===== config.mk =====
export PLATFORM = sky130hd
export DESIGN_NAME = flow_manager
export DESIGN_NICKNAME = d
export VERILOG_FILES = /design/src/rtl/flow_manager_pkg.sv /design/src/rtl/crc16_byte.sv /design/src/rtl/flow_manager.sv
export SDC_FILE = /design/constraint.sdc
export NUM_CORES = 1
export LEC_CHECK = 0
export BUFFER_PORTS_ARGS = -buffer_cell sky130_fd_sc_hd__buf_2
export CAP_MARGIN = 20
export CORE_MARGIN = 5
export CORE_UTILIZATION = 52
export CTS_CLUSTER_SIZE = 10
export DETAILED_ROUTE_END_ITERATION = 8
export PLACE_DENSITY = 0.7
export SYNTH_ARGS = -nofsm -noshare
export SYNTH_HDL_FRONTEND = slang
export SYNTH_HIERARCHICAL = 1
export SYNTH_SLANG_ARGS = --single-unit

===== constraint.sdc =====
create_clock -name CLK -period 12.6 [get_ports CLK]
set_input_delay 0.63 -clock CLK [delete_from_list [all_inputs] [get_ports CLK]]
set_output_delay 0.63 -clock CLK [all_outputs]
set_load 0.05 [all_outputs]

===== src/rtl/flow_manager_pkg.sv =====
// Purpose: Shared constants of the two-channel data flow manager
// Assumes: 8-bit register port, 4-bit peripheral identifiers
// Notes:   Offsets are word indexes on the register port

package flow_manager_pkg;

    // ------------------------------------------------------------
    // Register offsets
    // ------------------------------------------------------------
    localparam logic [2:0] ADDR_FLOW_CONTROL = 3'h0;
    localparam logic [2:0] ADDR_CHANNEL_STATUS = 3'h1;
    localparam logic [2:0] ADDR_CHANNEL_CONTROL = 3'h2;
    localparam logic [2:0] ADDR_CHAN0_DESC = 3'h3;
    localparam logic [2:0] ADDR_CHAN1_DESC = 3'h4;
    localparam logic [2:0] ADDR_CRC_DATA = 3'h5;

    // ------------------------------------------------------------
    // Field positions
    // ------------------------------------------------------------
    // flow_control_reg
    localparam int FC_ENABLE = 0;
    localparam int FC_CRC_EN = 1;
    localparam int FC_ABORT_MODE = 2;
    localparam int FC_PRIO_LO = 3;
    // channel_control_reg, channel c at base + c
    localparam int CC_ABORT = 0;
    localparam int CC_ACK = 2;
    localparam int CC_IRQ_EN = 4;
    // channel_status_reg
    localparam int ST_BUSY = 0;
    localparam int ST_EOF = 2;
    localparam int ST_READY = 4;

    // ------------------------------------------------------------
    // Values
    // ------------------------------------------------------------
    localparam logic [1:0] PRIO_EQUAL = 2'h0;
    localparam logic [1:0] PRIO_CHAN0 = 2'h1;
    localparam logic [1:0] PRIO_CHAN1 = 2'h2;
    localparam logic [3:0] NULL_DEVICE_ID = 4'hF;
    localparam logic [3:0] MAX_SIZE_EXP = 4'hD;
    localparam logic [2:0] DESC_SOURCE = 3'h0;
    localparam logic [2:0] DESC_DEST = 3'h1;
    localparam logic [2:0] DESC_EXP = 3'h2;
    localparam logic [2:0] DESC_SIZE_HIGH = 3'h3;
    localparam logic [2:0] DESC_SIZE_LOW = 3'h4;
    localparam logic [15:0] CRC_RESET = 16'h0000;
    localparam logic [15:0] CRC_POLY = 16'h8005;
    localparam logic [15:0] CONTINUOUS_SIZE = 16'h0000;

endpackage


===== src/rtl/crc16_byte.sv =====
// Purpose: One byte step of the CRC-16 (x^16 + x^15 + x^2 + 1)
// Assumes: Data bits enter MSB first
// Notes:   Purely combinational

`timescale 1ns/1ns

module crc16_byte
    import flow_manager_pkg::*;
(
    // Running value and new byte
    input wire logic [15:0] crc_in,
    input wire logic [7:0] data_in,
    // Value after the byte
    output logic [15:0] crc_out
);

    always_comb begin
        logic [15:0] c;
        logic fb;
        c = crc_in;
        fb = 1'b0;
        for (int i = 7; i >= 0; i--) begin
            fb = c[15] ^ data_in[i];
            c = {c[14:0], 1'b0} ^ (fb ? CRC_POLY : 16'h0000);
        end
        crc_out = c;
    end

endmodule


===== src/rtl/flow_manager.sv =====
// Purpose: Two-channel flow manager moving bytes between peripherals
// Assumes: Peripheral ready lines and read data come from logic on CLK
// Notes:   One byte per cycle on the bus; the write side follows one cycle later
//
// Functional notes
// - Two independent channels share one byte bus
// - Nothing runs until enable bit set
// - Fifth descriptor byte written enables the channel
// - Move only when source and destination ready
// - Descriptor: source, dest, exponent, size high, low
// - Packet is two to exponent, capped 8192
// - Size counts packets; zero means continuous
// - Identifiers select peripherals; fifteen is null
// - CRC-16 on channel 0 bytes, MSB first
// - CRC resets zero, seeded MSB first; restartable
// - Two CRC reads give result, MSB first
// - New flow keeps the CRC accumulator
// - Null destination always ready, discards bytes
// - Null source always ready, sends seed bytes
// - Equal priority alternates bytes between channels
// - Priority field: equal, channel 0, channel 1
// - Priority changes take effect immediately
// - Busy set on descriptor, cleared on end
// - Status shows live source and destination ready
// - Abort stops after byte or packet, sets end
// - Abort during descriptor discards it, no end flag
// - Descriptor port reads remaining packets after abort
// - End flags request interrupts when enabled
// - Software clears end flag by acknowledge only
//
// Local design decisions: the strobed register port and the address map.

`timescale 1ns/1ns

module flow_manager
    import flow_manager_pkg::*;
(
    // Clock and reset
    input wire logic CLK,
    input wire logic RESET,
    // Register port
    input wire logic [2:0] ADDR,
    input wire logic [7:0] WDATA,
    input wire logic WR,
    input wire logic RD,
    output logic [7:0] RDATA,
    // Peripheral ready lines, indexed by identifier
    input wire logic [15:0] SRC_READY,
    input wire logic [15:0] DST_READY,
    // Byte bus, source side
    output logic [3:0] BUS_SRC_ID,
    output logic BUS_SRC_TAKE,
    input wire logic [7:0] BUS_RD_DATA,
    // Byte bus, destination side
    output logic [3:0] BUS_DST_ID,
    output logic BUS_DST_PUT,
    output logic [7:0] BUS_WR_DATA,
    // End-of-flow interrupt requests
    output logic [1:0] EOF_IRQ
);

    // ------------------------------------------------------------
    // State
    // ------------------------------------------------------------
    logic enable_reg;
    logic crc_en_reg;
    logic abort_mode_reg;
    logic [1:0] prio_reg;
    logic [1:0] irq_en_reg;
    logic [1:0] eof_reg;
    logic [1:0] busy_reg;
    logic [1:0] pend_abort_reg;
    logic [1:0] null_sel_reg;
    logic [1:0] rem_rd_sel_reg;
    logic [2:0] desc_cnt_reg [2];
    logic [3:0] sid_reg [2];
    logic [3:0] did_reg [2];
    logic [3:0] exp_reg [2];
    logic [7:0] size_high_reg [2];
    logic [15:0] size_reg [2];
    logic [15:0] rem_reg [2];
    logic [12:0] byte_cnt_reg [2];
    logic [15:0] crc_reg;
    logic [15:0] crc_next;
    logic [15:0] seed_reg;
    logic crc_wr_sel_reg;
    logic crc_rd_sel_reg;
    logic last_gnt_reg;

    // ------------------------------------------------------------
    // Register decode
    // ------------------------------------------------------------
    logic wr_fc;
    logic wr_cc;
    logic wr_crc;
    logic rd_crc;
    logic [1:0] wr_desc;
    logic [1:0] rd_desc;
    logic [1:0] abort_wr;
    logic [1:0] abort_imm;
    logic [1:0] ack_wr;

    assign wr_fc = WR && (ADDR == ADDR_FLOW_CONTROL);
    assign wr_cc = WR && (ADDR == ADDR_CHANNEL_CONTROL);
    assign wr_crc = WR && (ADDR == ADDR_CRC_DATA);
    assign rd_crc = RD && (ADDR == ADDR_CRC_DATA);
    assign wr_desc[0] = WR && (ADDR == ADDR_CHAN0_DESC);
    assign wr_desc[1] = WR && (ADDR == ADDR_CHAN1_DESC);
    assign rd_desc[0] = RD && (ADDR == ADDR_CHAN0_DESC);
    assign rd_desc[1] = RD && (ADDR == ADDR_CHAN1_DESC);

    // ------------------------------------------------------------
    // Channel readiness and arbitration
    // ------------------------------------------------------------
    logic [1:0] src_rdy;
    logic [1:0] dst_rdy;
    logic [1:0] req;
    logic [1:0] pkt_last;
    logic [1:0] flow_last;
    logic [1:0] end_evt;
    logic xfer_go;
    logic xfer_ch;
    logic [7:0] xfer_data;
    logic [12:0] pkt_mask [2];

    always_comb begin
        for (int c = 0; c < 2; c++) begin
            // Null device is always ready on both sides
            src_rdy[c] = (sid_reg[c] == NULL_DEVICE_ID) || SRC_READY[sid_reg[c]];
            dst_rdy[c] = (did_reg[c] == NULL_DEVICE_ID) || DST_READY[did_reg[c]];
            // Clock gate modelled as a global enable
            req[c] = enable_reg && busy_reg[c] && src_rdy[c] && dst_rdy[c];
            pkt_mask[c] = 13'((14'h0001 << exp_reg[c]) - 14'h0001);
            pkt_last[c] = (byte_cnt_reg[c] == pkt_mask[c]);
            flow_last[c] = (size_reg[c] != CONTINUOUS_SIZE) && (rem_reg[c] == 16'h0001);
            abort_wr[c] = wr_cc && WDATA[CC_ABORT + c];
            ack_wr[c] = wr_cc && WDATA[CC_ACK + c];
            abort_imm[c] = abort_wr[c] && busy_reg[c] && !abort_mode_reg;
        end
    end

    always_comb begin
        xfer_go = |req;
        case (prio_reg)
            PRIO_CHAN0: xfer_ch = !req[0];
            PRIO_CHAN1: xfer_ch = req[1];
            default: xfer_ch = (req == 2'b11) ? !last_gnt_reg : req[1];
        endcase
    end

    always_comb begin
        for (int c = 0; c < 2; c++) begin
            end_evt[c] = abort_imm[c]
                || (xfer_go && (xfer_ch == c[0]) && pkt_last[c]
                    && (flow_last[c] || pend_abort_reg[c]));
        end
    end

    // Null source feeds the seed MSB first
    assign xfer_data = (sid_reg[xfer_ch] != NULL_DEVICE_ID) ? BUS_RD_DATA
        : (null_sel_reg[xfer_ch] ? seed_reg[7:0] : seed_reg[15:8]);
    assign BUS_SRC_ID = sid_reg[xfer_ch];
    assign BUS_SRC_TAKE = xfer_go && (sid_reg[xfer_ch] != NULL_DEVICE_ID);

    always_ff @(posedge CLK) begin
        if (RESET) begin
            last_gnt_reg <= 1'b0;
        end else if (xfer_go) begin
            last_gnt_reg <= xfer_ch;
        end
    end

    // ------------------------------------------------------------
    // Destination write stage
    // ------------------------------------------------------------
    always_ff @(posedge CLK) begin
        if (RESET) begin
            BUS_DST_PUT <= 1'b0;
            BUS_DST_ID <= 4'h0;
            BUS_WR_DATA <= 8'h00;
        end else begin
            // Null destination swallows the byte
            BUS_DST_PUT <= xfer_go && (did_reg[xfer_ch] != NULL_DEVICE_ID);
            if (xfer_go) begin
                BUS_DST_ID <= did_reg[xfer_ch];
                BUS_WR_DATA <= xfer_data;
            end
        end
    end

    // ------------------------------------------------------------
    // Global control
    // ------------------------------------------------------------
    always_ff @(posedge CLK) begin
        if (RESET) begin
            enable_reg <= 1'b0;
            crc_en_reg <= 1'b0;
            abort_mode_reg <= 1'b0;
            prio_reg <= PRIO_EQUAL;
            irq_en_reg <= 2'b00;
        end else begin
            if (wr_fc) begin
                enable_reg <= WDATA[FC_ENABLE];
                crc_en_reg <= WDATA[FC_CRC_EN];
                abort_mode_reg <= WDATA[FC_ABORT_MODE];
                prio_reg <= WDATA[FC_PRIO_LO +: 2];
            end
            if (wr_cc) begin
                irq_en_reg <= WDATA[CC_IRQ_EN +: 2];
            end
        end
    end

    // ------------------------------------------------------------
    // Descriptors, flow counting and abort
    // ------------------------------------------------------------
    always_ff @(posedge CLK) begin
        if (RESET) begin
            busy_reg <= 2'b00;
            pend_abort_reg <= 2'b00;
            null_sel_reg <= 2'b00;
            for (int c = 0; c < 2; c++) begin
                desc_cnt_reg[c] <= DESC_SOURCE;
                sid_reg[c] <= 4'h0;
                did_reg[c] <= 4'h0;
                exp_reg[c] <= 4'h0;
                size_high_reg[c] <= 8'h00;
                size_reg[c] <= 16'h0000;
                rem_reg[c] <= 16'h0000;
                byte_cnt_reg[c] <= 13'h0000;
            end
        end else begin
            for (int c = 0; c < 2; c++) begin
                if (xfer_go && (xfer_ch == c[0])) begin
                    null_sel_reg[c] <= !null_sel_reg[c];
                    if (pkt_last[c]) begin
                        byte_cnt_reg[c] <= 13'h0000;
                        if (size_reg[c] != CONTINUOUS_SIZE) begin
                            rem_reg[c] <= rem_reg[c] - 16'h0001;
                        end
                    end else begin
                        byte_cnt_reg[c] <= byte_cnt_reg[c] + 13'h0001;
                    end
                end
                if (end_evt[c]) begin
                    busy_reg[c] <= 1'b0;
                    pend_abort_reg[c] <= 1'b0;
                end else if (abort_wr[c] && busy_reg[c]) begin
                    pend_abort_reg[c] <= 1'b1;
                end
                if (abort_wr[c] && !busy_reg[c]) begin
                    // Partial descriptor dropped; idle channel unchanged
                    desc_cnt_reg[c] <= DESC_SOURCE;
                end else if (wr_desc[c] && enable_reg && !busy_reg[c]) begin
                    case (desc_cnt_reg[c])
                        DESC_SOURCE: sid_reg[c] <= WDATA[3:0];
                        DESC_DEST: did_reg[c] <= WDATA[3:0];
                        DESC_EXP: begin
                            exp_reg[c] <= (WDATA > 8'(MAX_SIZE_EXP)) ? MAX_SIZE_EXP
                                : WDATA[3:0];
                        end
                        DESC_SIZE_HIGH: size_high_reg[c] <= WDATA;
                        default: begin
                            size_reg[c] <= {size_high_reg[c], WDATA};
                            rem_reg[c] <= {size_high_reg[c], WDATA};
                            byte_cnt_reg[c] <= 13'h0000;
                            null_sel_reg[c] <= 1'b0;
                            busy_reg[c] <= 1'b1;
                        end
                    endcase
                    desc_cnt_reg[c] <= (desc_cnt_reg[c] == DESC_SIZE_LOW) ? DESC_SOURCE
                        : desc_cnt_reg[c] + 3'h1;
                end
            end
        end
    end

    // ------------------------------------------------------------
    // End-of-flow flags
    // ------------------------------------------------------------
    always_ff @(posedge CLK) begin
        if (RESET) begin
            eof_reg <= 2'b00;
        end else begin
            for (int c = 0; c < 2; c++) begin
                if (end_evt[c]) begin
                    eof_reg[c] <= 1'b1;
                end else if (ack_wr[c]) begin
                    eof_reg[c] <= 1'b0;
                end
            end
        end
    end

    assign EOF_IRQ = eof_reg & irq_en_reg;

    // ------------------------------------------------------------
    // CRC engine
    // ------------------------------------------------------------
    crc16_byte u_crc (
        .crc_in(crc_reg),
        .data_in(xfer_data),
        .crc_out(crc_next)
    );

    always_ff @(posedge CLK) begin
        if (RESET) begin
            crc_reg <= CRC_RESET;
            seed_reg <= CRC_RESET;
            crc_wr_sel_reg <= 1'b0;
        end else begin
            if (wr_crc) begin
                if (!crc_wr_sel_reg) begin
                    crc_reg[15:8] <= WDATA;
                    seed_reg[15:8] <= WDATA;
                end else begin
                    crc_reg[7:0] <= WDATA;
                    seed_reg[7:0] <= WDATA;
                end
            end else if (crc_en_reg && xfer_go && !xfer_ch) begin
                crc_reg <= crc_next;
            end
            if (wr_fc && !WDATA[FC_CRC_EN]) begin
                crc_wr_sel_reg <= 1'b0;
            end else if (wr_crc) begin
                crc_wr_sel_reg <= !crc_wr_sel_reg;
            end
        end
    end

    // ------------------------------------------------------------
    // Read path
    // ------------------------------------------------------------
    always_ff @(posedge CLK) begin
        if (RESET) begin
            crc_rd_sel_reg <= 1'b0;
            rem_rd_sel_reg <= 2'b00;
        end else begin
            if (wr_fc && !WDATA[FC_CRC_EN]) begin
                crc_rd_sel_reg <= 1'b0;
            end else if (rd_crc) begin
                crc_rd_sel_reg <= !crc_rd_sel_reg;
            end
            for (int c = 0; c < 2; c++) begin
                if (busy_reg[c]) begin
                    rem_rd_sel_reg[c] <= 1'b0;
                end else if (rd_desc[c]) begin
                    rem_rd_sel_reg[c] <= !rem_rd_sel_reg[c];
                end
            end
        end
    end

    always_ff @(posedge CLK) begin
        if (RESET) begin
            RDATA <= 8'h00;
        end else if (RD) begin
            case (ADDR)
                ADDR_FLOW_CONTROL: begin
                    RDATA <= {3'h0, prio_reg, abort_mode_reg, crc_en_reg, enable_reg};
                end
                ADDR_CHANNEL_STATUS: begin
                    RDATA <= {dst_rdy[1], src_rdy[1], dst_rdy[0], src_rdy[0],
                        eof_reg, busy_reg};
                end
                ADDR_CHANNEL_CONTROL: begin
                    // Abort and acknowledge bits read as zero
                    RDATA <= {2'h0, irq_en_reg, 4'h0};
                end
                ADDR_CHAN0_DESC: begin
                    RDATA <= rem_rd_sel_reg[0] ? rem_reg[0][7:0] : rem_reg[0][15:8];
                end
                ADDR_CHAN1_DESC: begin
                    RDATA <= rem_rd_sel_reg[1] ? rem_reg[1][7:0] : rem_reg[1][15:8];
                end
                ADDR_CRC_DATA: begin
                    RDATA <= crc_rd_sel_reg ? crc_reg[7:0] : crc_reg[15:8];
                end
                default: RDATA <= 8'h00;
            endcase
        end else begin
            RDATA <= 8'h00;
        end
    end
endmodule


==> results.md, run 1 <==
* Non-filler cells in the finished layout at 1,540
* Count of final max-slew check failures at 0
* Area of the die at 26,200 µm²
* Max-cap check violation count at 0
* Number of antenna violations at the first check in global routing at 0
* Count of placed standard cells including taps at 1,497
* Via count of the first global-routing pass at 8,872
* Final Routed Wirelength at 30.3 mm
* Transition time at the pin with the least slew margin at 1050 ps
* DRC violations left at 0
* Outcome: finished, final reports clean
* Synthesized instance count at 1,200
* Placed wire-length estimate at 20.8 mm
* Endpoint of the lowest-slack register-to-register path: crc_reg[15]$_SDFFE_PP0P_
* Kind of critical path: reg -> reg
* Ports placed on the boundary at 83
* Combined global-route utilization of all metal layers at 0.224
* CTS clk-pin slew, worst paths at 60 ps
* Hold violation count in the final report at 0
* Min Clock Period, post-route at 5160 ps
* Commonest non-fill, non-tap cell in the layout: sky130_fd_sc_hd__edfxtp_1
* Std cell rows at 55
* Hold crit path type: in -> reg
* Sum of negative setup slack at 0 ps
* WL met2 at 14.6 mm
* Uppermost layer routed: met4
* Kind of launch point of the worst setup path: register
* Share of synthesized area occupied by flip-flops and latches at 0.463
* Wl on met1 at 13.1 mm
* Count of warnings emitted by yosys at 6
* Overall via count from detail_route at 9,238
* Number of cells traversed by the worst register-to-register path at 14
* Area growth from synthesis to final layout at 9.67%
* Global placement routability congestion at 0.903
* Number of setup buffers added after CTS at 0
* Max Clk Rate at 194 MHz
* Number of nets in the final layout at 1,315
* Register-to-Register Setup Slack at 7440 ps
* Fin area at 13,100 µm²
* End point of the critical path: crc_reg[15]$_SDFFE_PP0P_
* Number of endpoints failing setup at the final stage at 0
* Routed WL per cell at 19.7 µm
* Clock latency reported for the late side of the worst-skew pair at 510 ps
* Count of fill cells added during filler insertion at 1,974
* Worst EP arrival at 5560 ps
* Maximum fanout along the worst path at 18
* Highest-count cells in the layout ignoring fill and taps: sky130_fd_sc_hd__edfxtp_1 (136), sky130_fd_sc_hd__nand2_1 (127), sky130_fd_sc_hd__nor2_1 (97)
* Crit path launch: did_reg[1][0]$_DFFE_PP_
* Library cell used as clock root buffer: sky130_fd_sc_hd__clkbuf_16
* PostCTS Resize Cnt at 0
* Number of buffers on the longest clock path at 3
* LEAKAGE at 4.78 nW
* Worst VDD drop at 0.0876 mV
* Quantity of I/O buffers inserted on ports at 80
* Top_reg_cell synth: sky130_fd_sc_hd__edfxtp_1
* Number of synthesized register bits at 209
* Total clock buffers created by CTS at 25
* Global-route wire length before repair at 47.6 mm
* Core Area at 22,600 µm²
* GRT overflow at 0
* Total nets after synthesis at 1,275
* Maximum clock skew at final layout at 12.5 ps
* Die width at 162 µm
* Sink Count at 209
* Average size of a mapped cell at 9.99 µm²
* Maximum number of pins on one net before global-route repair at 60
* Placement Cell Area at 12,400 µm²
* Number of optimization iterations in the first detailed-route pass at 5
* Post-synthesis instance area at 12,000 µm²
* Remaining number of nets flagged by the antenna check after routing at 0
* Worst slack on hold paths at 382 ps
* Effective utilization at floorplan at 0.529
* Reg2reg start: did_reg[1][0]$_DFFE_PP_
* H-tree depth at 1
* Critical path data required time at 13,000 ps
* Detailed route wirelength on metal3 at 1.76 mm
* Number of synthesized flops with an enable pin at 136
* Worst slew slack as a fraction of its limit at 0.298
* Count of distinct cell types in the synthesized netlist at 86
* Power density over the cells at 118 nW/µm²
* Iteration-0 DRC Markers at 956
* Routed via count divided by cell count at 6.00
* Post-CTS Hold Buffers at 0
* FFs w/ async S/R, synth at 0
* Antenna cell count at 0
* Type of destination of the critical path: register
* Die height at 162 µm
* Period utilisation layout at 0.410
* Ratio of cells with drive above 1 in the final layout at 0.156
* CTS tree: done
* Unrepaired setup endpoints after global routing: no
## routing by layer
layer / up-vias / GRT usage
met5: - / 0
met4: 0 / 0.0607
met3: 53 / 0.0312
met2: 273 / 0.376
met1: 4464 / 0.308
li1: 4448 / -
## worst min-delay path by stage
stage	cells past startpoint	to	startpoint
3_5_place_dp	2	seed_reg[5]$_SDFFE_PP0P_	seed_reg[5]$_SDFFE_PP0P_
2_1_floorplan	2	seed_reg[0]$_SDFFE_PP0P_	seed_reg[0]$_SDFFE_PP0P_
4_1_cts	3	BUS_WR_DATA[2]$_SDFFE_PP0N_	BUS_RD_DATA[2]
6_report	3	BUS_WR_DATA[7]$_SDFFE_PP0N_	BUS_RD_DATA[7]
3_3_place_gp	2	seed_reg[9]$_SDFFE_PP0P_	seed_reg[9]$_SDFFE_PP0P_
5_1_grt	3	BUS_WR_DATA[1]$_SDFFE_PP0N_	BUS_RD_DATA[1]
## cell families (layout without fill, tap and decap cells)
family                   Yosys count  count (layout)  synth area share
AO/OA/AOI/OAI                    239             239             0.137
multiplexers                      72              72            0.0717
XOR/XNOR                          92              92            0.0728
flip-flops                       209             209             0.463
buffers and inverters            102             157            0.0376
adder cells (fa/ha/maj)           20              20            0.0209
AND/OR/NAND/NOR                  466             466             0.197
## cells in the mapped netlist, types with 12 or more instances
cell                       count  share of area
sky130_fd_sc_hd__edfxtp_1    136           0.34
sky130_fd_sc_hd__nand2_1     127          0.040
sky130_fd_sc_hd__nor2_1       97          0.030
sky130_fd_sc_hd__a21oi_1      75          0.031
sky130_fd_sc_hd__dfxtp_1      73           0.12
sky130_fd_sc_hd__clkbuf_1     49          0.015
sky130_fd_sc_hd__and2_1       48          0.025
sky130_fd_sc_hd__nor3_1       47          0.020
sky130_fd_sc_hd__xnor2_1      46          0.034
sky130_fd_sc_hd__mux2i_1      44          0.037
sky130_fd_sc_hd__xor2_1       38          0.028
sky130_fd_sc_hd__o21ai_0      31          0.013
sky130_fd_sc_hd__inv_1        29         0.0091
sky130_fd_sc_hd__nand3_1      28          0.012
sky130_fd_sc_hd__ha_1         20          0.021
sky130_fd_sc_hd__mux2_2       18          0.017
sky130_fd_sc_hd__o31ai_1      18          0.011
sky130_fd_sc_hd__a31o_2       17          0.012
sky130_fd_sc_hd__nor2b_1      16         0.0084
sky130_fd_sc_hd__nor4_1       15         0.0078
sky130_fd_sc_hd__and3_1       12         0.0063
## area by class of cell
class	count	area, µm²	area share
timing repair buffer	86	443	0.0337
tap	285	357	0.0271
sequential	209	5550	0.422
inverter	29	109	0.00828
clock buffer	41	696	0.0529
multi-input combinational	889	5990	0.456
clock inverter	1	5.00	0.000381
## power breakdown
group          total (W)  internal [W]  switching [W]
clock           0.000640      0.000372       0.000268
sequential      0.000769      0.000746      0.0000227
combinational   0.000136     0.0000540      0.0000819
## stage by stage
stage | worst slack [ps] | power (W) | util
final | 7440 | 0.00155 | 0.580
after global routing | 7050 | 0.00161 | 0.580
after CTS | 7490 | 0.00156 | 0.580
after detailed placement | 7350 | 0.000917 | 0.549
after global placement | 7360 | 0.000915 | 0.549
after floorplan | 8320 | 0.000874 | -
## worst max-delay path, stage by stage (launching register included)
cell and delay (ps):
sky130_fd_sc_hd__edfxtp_1 590, sky130_fd_sc_hd__mux4_2 550, sky130_fd_sc_hd__nand2b_1 80, sky130_fd_sc_hd__o211ai_1 200
sky130_fd_sc_hd__and4_4 270, sky130_fd_sc_hd__a32oi_4 620, sky130_fd_sc_hd__mux2i_2 840, sky130_fd_sc_hd__a21oi_1 290
sky130_fd_sc_hd__xnor2_1 360, sky130_fd_sc_hd__xor2_1 350, sky130_fd_sc_hd__xnor2_1 220, sky130_fd_sc_hd__xnor3_1 260
sky130_fd_sc_hd__a21oi_1 130, sky130_fd_sc_hd__nor3_1 60, sky130_fd_sc_hd__a31o_2 230
(Power assumes the default switching activity.)
==> inputs of run 2 (changes only) <==
==> constraint.sdc (replaced) <==
create_clock -name CLK -period 5.1 [get_ports CLK]
set_input_delay 0.255 -clock CLK [delete_from_list [all_inputs] [get_ports CLK]]
set_output_delay 0.255 -clock CLK [all_outputs]
set_load 0.05 [all_outputs]
==> run 2 against run 1 <==
Effect of this change: cell count is 0.45% higher; clock skew down 3.7 ps; fmax increased by 13%; register-to-register slack lost 6900 ps; worst hold slack got worse by 370 ps; sequential share of layout area shrank 0.27 points; sequential power grew 150%; total power grew to 2.5 times the previous value; highest routed layer is now met5.
==> results.md, run 2 (synthesis gave the netlist of run 1 again) <==
* Number of nets in the final layout at 1,322 (+0.53%)
* Non-filler cells in the finished layout at 1,547 (+0.45%)
* Die width at 162 µm (unchanged)
* Clock latency reported for the late side of the worst-skew pair at 520 ps (about the same)
* LEAKAGE at 4.83 nW (+1.0%)
* Std cell rows at 55 (unchanged)
* Cell type group with the largest total delay on the critical path: multiplexers
* Worst EP arrival at 4990 ps (-570 ps)
* Worst VDD drop at 0.222 mV (+150%)
* End point of the critical path: crc_reg[15]$_SDFFE_PP0P_
* Ports placed on the boundary at 83 (unchanged)
* Maximum number of pins on one net before global-route repair at 55 (-8.3%)
* Routed via count divided by cell count at 6.03 (+0.54%)
* Number of optimization iterations in the first detailed-route pass at 5 (unchanged)
* Combined global-route utilization of all metal layers at 0.225 (+0.000379)
* Logic depth of the worst setup path including buffers at 17 (+3)
* Kind of critical path: reg -> reg
* Placed wire-length estimate at 20.8 mm (+0.23%)
* Die height at 162 µm (unchanged)
* Area growth from synthesis to final layout at 10.4%
* Global-route wire length before repair at 48.1 mm (+0.91%)
* GRT overflow at 0 (unchanged)
* Endpoint of the lowest-slack register-to-register path: crc_reg[15]$_SDFFE_PP0P_
* DRC violations left at 0 (unchanged)
* Number of setup buffers added after CTS at 0 (unchanged)
* Total clock buffers created by CTS at 25 (unchanged)
* Period utilisation layout at 0.898 (+0.488)
* Overall via count from detail_route at 9,330 (+1.0%)
* Crit path max-delay cell type: sky130_fd_sc_hd__mux4_2
* Max Clk Rate at 218 MHz (+13%)
* Kind of launch point of the worst setup path: register
* Buffer and inverter count on the worst path at 2 (+2)
* Maximum clock skew at final layout at 8.77 ps (-3.70 ps)
* Hold crit path type: in -> reg
* Worst slack on hold paths at 8.90 ps (-373 ps)
* Count of placed standard cells including taps at 1,503 (+0.40%)
* Number of antenna violations at the first check in global routing at 2 (+2)
* Area of the die at 26,200 µm² (unchanged)
* Slowest stage delay, CP at 550 ps (-290 ps)
* Commonest non-fill, non-tap cell in the layout: sky130_fd_sc_hd__edfxtp_1
* Maximum fanout along the worst path at 18 (unchanged)
* Cells along the critical path: mux4_2, mux2i_1, mux2i_4, and4_4, a32oi_4, buf_4, mux2i_2, buf_4, nor2_1, a21oi_1, xnor2_2, xor2_2, xnor2_2, xnor3_1, a21oi_1, nor3_1, a31o_2
* Quantity of I/O buffers inserted on ports at 80 (unchanged)
* Combined area of the multi-input logic cells at 5990 µm² (unchanged)
* Min Clock Period, post-route at 4580 ps (-585 ps)
* Outcome: finished, final reports clean
* Library cell used as clock root buffer: sky130_fd_sc_hd__clkbuf_16
* CTS clk-pin slew, worst paths at 60 ps (about the same)
* Crit path launch: sid_reg[1][0]$_DFFE_PP_
* Global placement routability congestion at 0.937 (+3.7%)
* Power density over the cells at 292 nW/µm² (+150%)
* Antenna cell count at 0 (unchanged)
* Sink Count at 209 (unchanged)
* Count of fill cells added during filler insertion at 1,930 (-2.2%)
* Number of buffers on the longest clock path at 3 (unchanged)
* Ratio of cells with drive above 1 in the final layout at 0.162 (+0.00547)
* Type of destination of the critical path: register
* Core Area at 22,600 µm² (unchanged)
* Transition time at the pin with the least slew margin at 1020 ps (-30.5 ps)
* H-tree depth at 1 (unchanged)
* Post-CTS Hold Buffers at 1 (+1)
* PostCTS Resize Cnt at 0 (unchanged)
* Final Routed Wirelength at 30.0 mm (-1.0%)
* Count of final max-slew check failures at 0 (unchanged)
* Sum of negative setup slack at 0 ps (unchanged)
* Hold violation count in the final report at 0 (unchanged)
* Register-to-Register Setup Slack at 520 ps (-6920 ps)
* CTS tree: done
* Number of endpoints failing setup at the final stage at 0 (unchanged)
* Remaining number of nets flagged by the antenna check after routing at 0 (unchanged)
* Effective utilization at floorplan at 0.529 (unchanged)
* Iteration-0 DRC Markers at 802 (-16%)
* Max-cap check violation count at 0 (unchanged)
* Worst slew slack as a fraction of its limit at 0.318 (+0.0204)
* Reg2reg start: sid_reg[1][0]$_DFFE_PP_
* Highest-count cells in the layout ignoring fill and taps: sky130_fd_sc_hd__edfxtp_1 (136), sky130_fd_sc_hd__nand2_1 (127), sky130_fd_sc_hd__nor2_1 (97)
* Routed WL per cell at 19.4 µm (-1.5%)
* Number of cells traversed by the worst register-to-register path at 17 (+3)
* Via count of the first global-routing pass at 9,082 (+2.4%)
* Critical path data required time at 5510 ps (-7490 ps)
* Unrepaired setup endpoints after global routing: no
* Total area of sequential cells at 5550 µm² (unchanged)
## run 2: cell count changes in the layout (fill, tap and decap cells not counted), sizes merged
cell	change
clkinv	-1
dlygate4sd3	+1
clkbuf	+1
buf	+6
## run 2: routing by layer
metal / GRT usage / share of wire
met5: 0 / 0.00070
met4: 0.0604 / 0.024
met1: 0.313 / 0.44
met2: 0.373 / 0.48
met3: 0.0297 / 0.056
## run 2: worst min path at each step
stage,startpoint,end,slack (ps),cells past startpoint
finish,BUS_RD_DATA[4],BUS_WR_DATA[4]$_SDFFE_PP0N_,9,3
global route,BUS_RD_DATA[1],BUS_WR_DATA[1]$_SDFFE_PP0N_,30,3
CTS,BUS_RD_DATA[7],BUS_WR_DATA[7]$_SDFFE_PP0N_,0.6,3
detailed placement,seed_reg[2]$_SDFFE_PP0P_,seed_reg[2]$_SDFFE_PP0P_,450,2
global placement,seed_reg[0]$_SDFFE_PP0P_,seed_reg[0]$_SDFFE_PP0P_,440,2
floorplan,WDATA[6],seed_reg[14]$_SDFFE_PP0P_,390,2
## run 2: final cells by class
class,instances,share of cell area
sequential,209,0.419
clock buffer,42,0.0552
multi-input combinational,889,0.453
timing repair buffer,93,0.0377
tap,285,0.0270
inverter,29,0.00823
## run 2: worst min-delay path: cells and delay by family
family | cells | cell delay (ps)
AOI/OAI and AO/OA | 2 | 140
buffers and inverters | 1 | 90
## run 2: where the power goes
group          leakage [nW]  switching (W)  internal, W  total [W]
Sequential             1.99      0.0000557      0.00184    0.00190
Combinational          2.48       0.000202     0.000135   0.000337
Clock                 0.352       0.000672     0.000959    0.00163
Total                  4.83       0.000930      0.00294    0.00387
## run 2: through the flow
stage,util,power (W),setup slack [ps],cell area [µm²]
2_1_floorplan,-,0.00216,937,12000
3_3_place_gp,0.551,0.00226,563,12500
3_5_place_dp,0.551,0.00227,504,12500
4_1_cts,0.584,0.00388,482,13200
5_1_grt,0.584,0.00400,192,13200
6_report,0.584,0.00387,520,13200
==> inputs of run 3 (changes only) <==
--- a/config.mk
+++ b/config.mk
@@ -11,7 +11,7 @@
 export CORE_UTILIZATION = 52
 export CTS_CLUSTER_SIZE = 10
 export DETAILED_ROUTE_END_ITERATION = 8
-export PLACE_DENSITY = 0.7
+export PLACE_DENSITY_LB_ADDON = 0.25
 export SYNTH_ARGS = -nofsm -noshare
 export SYNTH_HDL_FRONTEND = slang
 export SYNTH_HIERARCHICAL = 1
==> run 3 against run 2 <==
Effect of this change: routed wire length up 0.33%; global-route usage barely moved; utilization is 0.12 points higher; non-clock buffer count rose by 2; sequential share of layout area is 0.087 points lower; via count increased by 0.77%; register-to-register slack barely moved; cell count increased by 0.45%; total power is 0.67% lower; worst hold slack gained 13 ps; largest cell class unchanged; largest power group unchanged; highest routed layer is now met4.
==> results.md, run 3 (synthesis gave the netlist of run 1 again) <==
* Number of optimization iterations in the first detailed-route pass at 5 (unchanged)
* Kind of launch point of the worst setup path: register
* Hold depth at 3 (unchanged)
* Crit path launch: did_reg[0][0]$_DFFE_PP_
* Maximum clock skew at final layout at 17.8 ps (+9.04 ps)
* Commonest non-fill, non-tap cell in the layout: sky130_fd_sc_hd__edfxtp_1
* CTS tree: done
* Min Clock Period, post-route at 4570 ps (-7.46 ps)
* Number of cells traversed by the worst register-to-register path at 15 (-2)
* Die height at 162 µm (unchanged)
* Overall via count from detail_route at 9,402 (+0.77%)
* Unrepaired setup endpoints after global routing: no
* Cell type group with the largest total delay on the critical path: multiplexers
* Worst slack on hold paths at 21.6 ps (+12.7 ps)
* Number of setup buffers added after CTS at 0 (unchanged)
* Routed WL per cell at 19.4 µm (-0.12%)
* Sum of negative setup slack at 0 ps (unchanged)
* Crit path max-delay cell type: sky130_fd_sc_hd__edfxtp_1
* Outcome: finished, final reports clean
* Worst EP arrival at 4980 ps (about the same)
* Highest-count cells in the layout ignoring fill and taps: sky130_fd_sc_hd__edfxtp_1 (136), sky130_fd_sc_hd__nand2_1 (127), sky130_fd_sc_hd__nor2_1 (97)
* Count of final max-slew check failures at 0 (unchanged)
* Core Area at 22,600 µm² (unchanged)
* Max-cap check violation count at 0 (unchanged)
* Die width at 162 µm (unchanged)
* Number of nets in the final layout at 1,324 (+0.15%)
* Non-filler cells in the finished layout at 1,554 (+0.45%)
* Global-route wire length before repair at 48.0 mm (about the same)
* DRC violations left at 0 (unchanged)
* Register-to-Register Setup Slack at 530 ps (about the same)
* Ratio of cells with drive above 1 in the final layout at 0.160 (-0.00130)
* Number of buffers on the longest clock path at 3 (unchanged)
* Sequential share of power at 0.495 (+0.004)
* Clock latency reported for the late side of the worst-skew pair at 510 ps (about the same)
* GRT overflow at 0 (unchanged)
* Placed wire-length estimate at 21.0 mm (+0.73%)
* Via count of the first global-routing pass at 9,077 (-0.055%)
* Maximum number of pins on one net before global-route repair at 40 (-27%)
* Period utilisation layout at 0.897 (-0.00146)
* Final Routed Wirelength at 30.1 mm (+0.33%)
* Routed via count divided by cell count at 6.05 (+0.32%)
* Relative contribution of combinational cells to total power at 0.088 (about the same)
* Critical path data required time at 5500 ps (about the same)
* Reg2reg start: did_reg[0][0]$_DFFE_PP_
* Count of placed standard cells including taps at 1,504 (+0.067%)
* Cells along the critical path: mux4_2, mux2i_1, nor3_1, o2111ai_1, a32oi_4, mux2i_4, mux2i_1, a21oi_1, xnor2_2, xor2_2, xnor2_2, xnor3_1, a21oi_1, nor3_1, a31o_2
* Transition time at the pin with the least slew margin at 1110 ps (+91.7 ps)
* Quantity of I/O buffers inserted on ports at 80 (unchanged)
* Area of the die at 26,200 µm² (unchanged)
* Effective utilization at floorplan at 0.529 (unchanged)
* Post-CTS Hold Buffers at 3 (+2)
* Number of antenna violations at the first check in global routing at 1 (-1)
* Remaining number of nets flagged by the antenna check after routing at 0 (unchanged)
* Net Switching at 0.000909 W (-2.2%)
* Internal power of the cells at 0.00293 W (-0.19%)
* Sink Count at 209 (unchanged)
* Switching part of the total power at 0.237 (-0.00369)
* LEAKAGE at 4.83 nW (about the same)
* Startpoint of the worst hold path: BUS_RD_DATA[1]
* CTS clk-pin slew, worst paths at 50 ps (about the same)
* Max Clk Rate at 219 MHz (+0.16%)
* Total clock buffers created by CTS at 25 (unchanged)
* Logic depth of the worst setup path including buffers at 15 (-2)
* PostCTS Resize Cnt at 0 (unchanged)
* Slowest stage delay, CP at 520 ps (-30 ps)
* Relative contribution of the clock network to total power at 0.417 (-0.005)
* Std cell rows at 55 (unchanged)
* Type of destination of the critical path: register
* Global placement routability congestion at 0.926 (-1.2%)
* Worst slew slack as a fraction of its limit at 0.256 (-0.0620)
* Hold violation count in the final report at 0 (unchanged)
* Combined global-route utilization of all metal layers at 0.225 (+0.000398)
* Number of endpoints failing setup at the final stage at 0 (unchanged)
* Power density over the cells at 290 nW/µm² (-0.88%)
* Maximum fanout along the worst path at 8 (-10)
* Kind of critical path: reg -> reg
* Buffer and inverter count on the worst path at 0 (-2)
* Library cell used as clock root buffer: sky130_fd_sc_hd__clkbuf_16
* Worst VDD drop at 0.232 mV (+4.3%)
* Ports placed on the boundary at 83 (unchanged)
* Area growth from synthesis to final layout at 10.6%
* H-tree depth at 1 (unchanged)
* Hold crit path type: in -> reg
* Iteration-0 DRC Markers at 889 (+11%)
==> run 3: cell count changes in the layout (fill, tap and decap cells not counted) <==
| cell | delta |
|---|---|
| sky130_fd_sc_hd__buf_4 | +1 |
| sky130_fd_sc_hd__clkbuf_1 | +3 |
| sky130_fd_sc_hd__dlygate4sd3_1 | +2 |
| sky130_fd_sc_hd__diode_2 | +3 |
| sky130_fd_sc_hd__clkbuf_8 | -1 |
| sky130_fd_sc_hd__buf_2 | -1 |
==> run 3: final timing paths <==
check / end
worst min-delay path: BUS_WR_DATA[1]$_SDFFE_PP0N_
worst max-delay path: crc_reg[15]$_SDFFE_PP0P_
worst min register to register: seed_reg[11]$_SDFFE_PP0P_
worst max register to register: crc_reg[15]$_SDFFE_PP0P_
==> run 3: power groups by stage <==
stage               sequential, W  clock, W  combinational [W]
floorplan                 0.00191         0           0.000251
global placement          0.00193         0           0.000328
detailed placement        0.00193         0           0.000333
CTS                       0.00190   0.00163           0.000337
global route              0.00191   0.00170           0.000366
finish                    0.00190   0.00160           0.000338
==> run 3: metrics by stage <==
step                       util  instance area, µm²  power [W]  setup slack, ps
final                     0.585               13300    0.00384              528
after global routing      0.585               13200    0.00398              211
after CTS                 0.585               13200    0.00387              494
after detailed placement  0.552               12500    0.00227              513
after global placement    0.552               12500    0.00226              552
after floorplan               -               12000    0.00216              937
==> run 3: metal layers <==
metal  share of wire  global-route usage  routed length, µm
met1            0.43               0.310              12900
met2            0.48               0.370              14300
met3           0.066              0.0365               1990
met4           0.031              0.0650                919
met5               0                   0                  0
==> run 3: layout make-up <==
class                           count  area [µm²]
Antenna cell                        3        7.51
Clock buffer                       44         727
Fill cell                        1954        9390
Inverter                           29         109
Multi-Input combinational cell    889        5990
Sequential cell                   209        5550
Tap cell                          285         357
Timing Repair Buffer               95         520
==> run 3: worst min-delay path: stages <==
cell	delay, ps
sky130_fd_sc_hd__buf_2	90
sky130_fd_sc_hd__a32oi_1	80
sky130_fd_sc_hd__o21ai_1	70
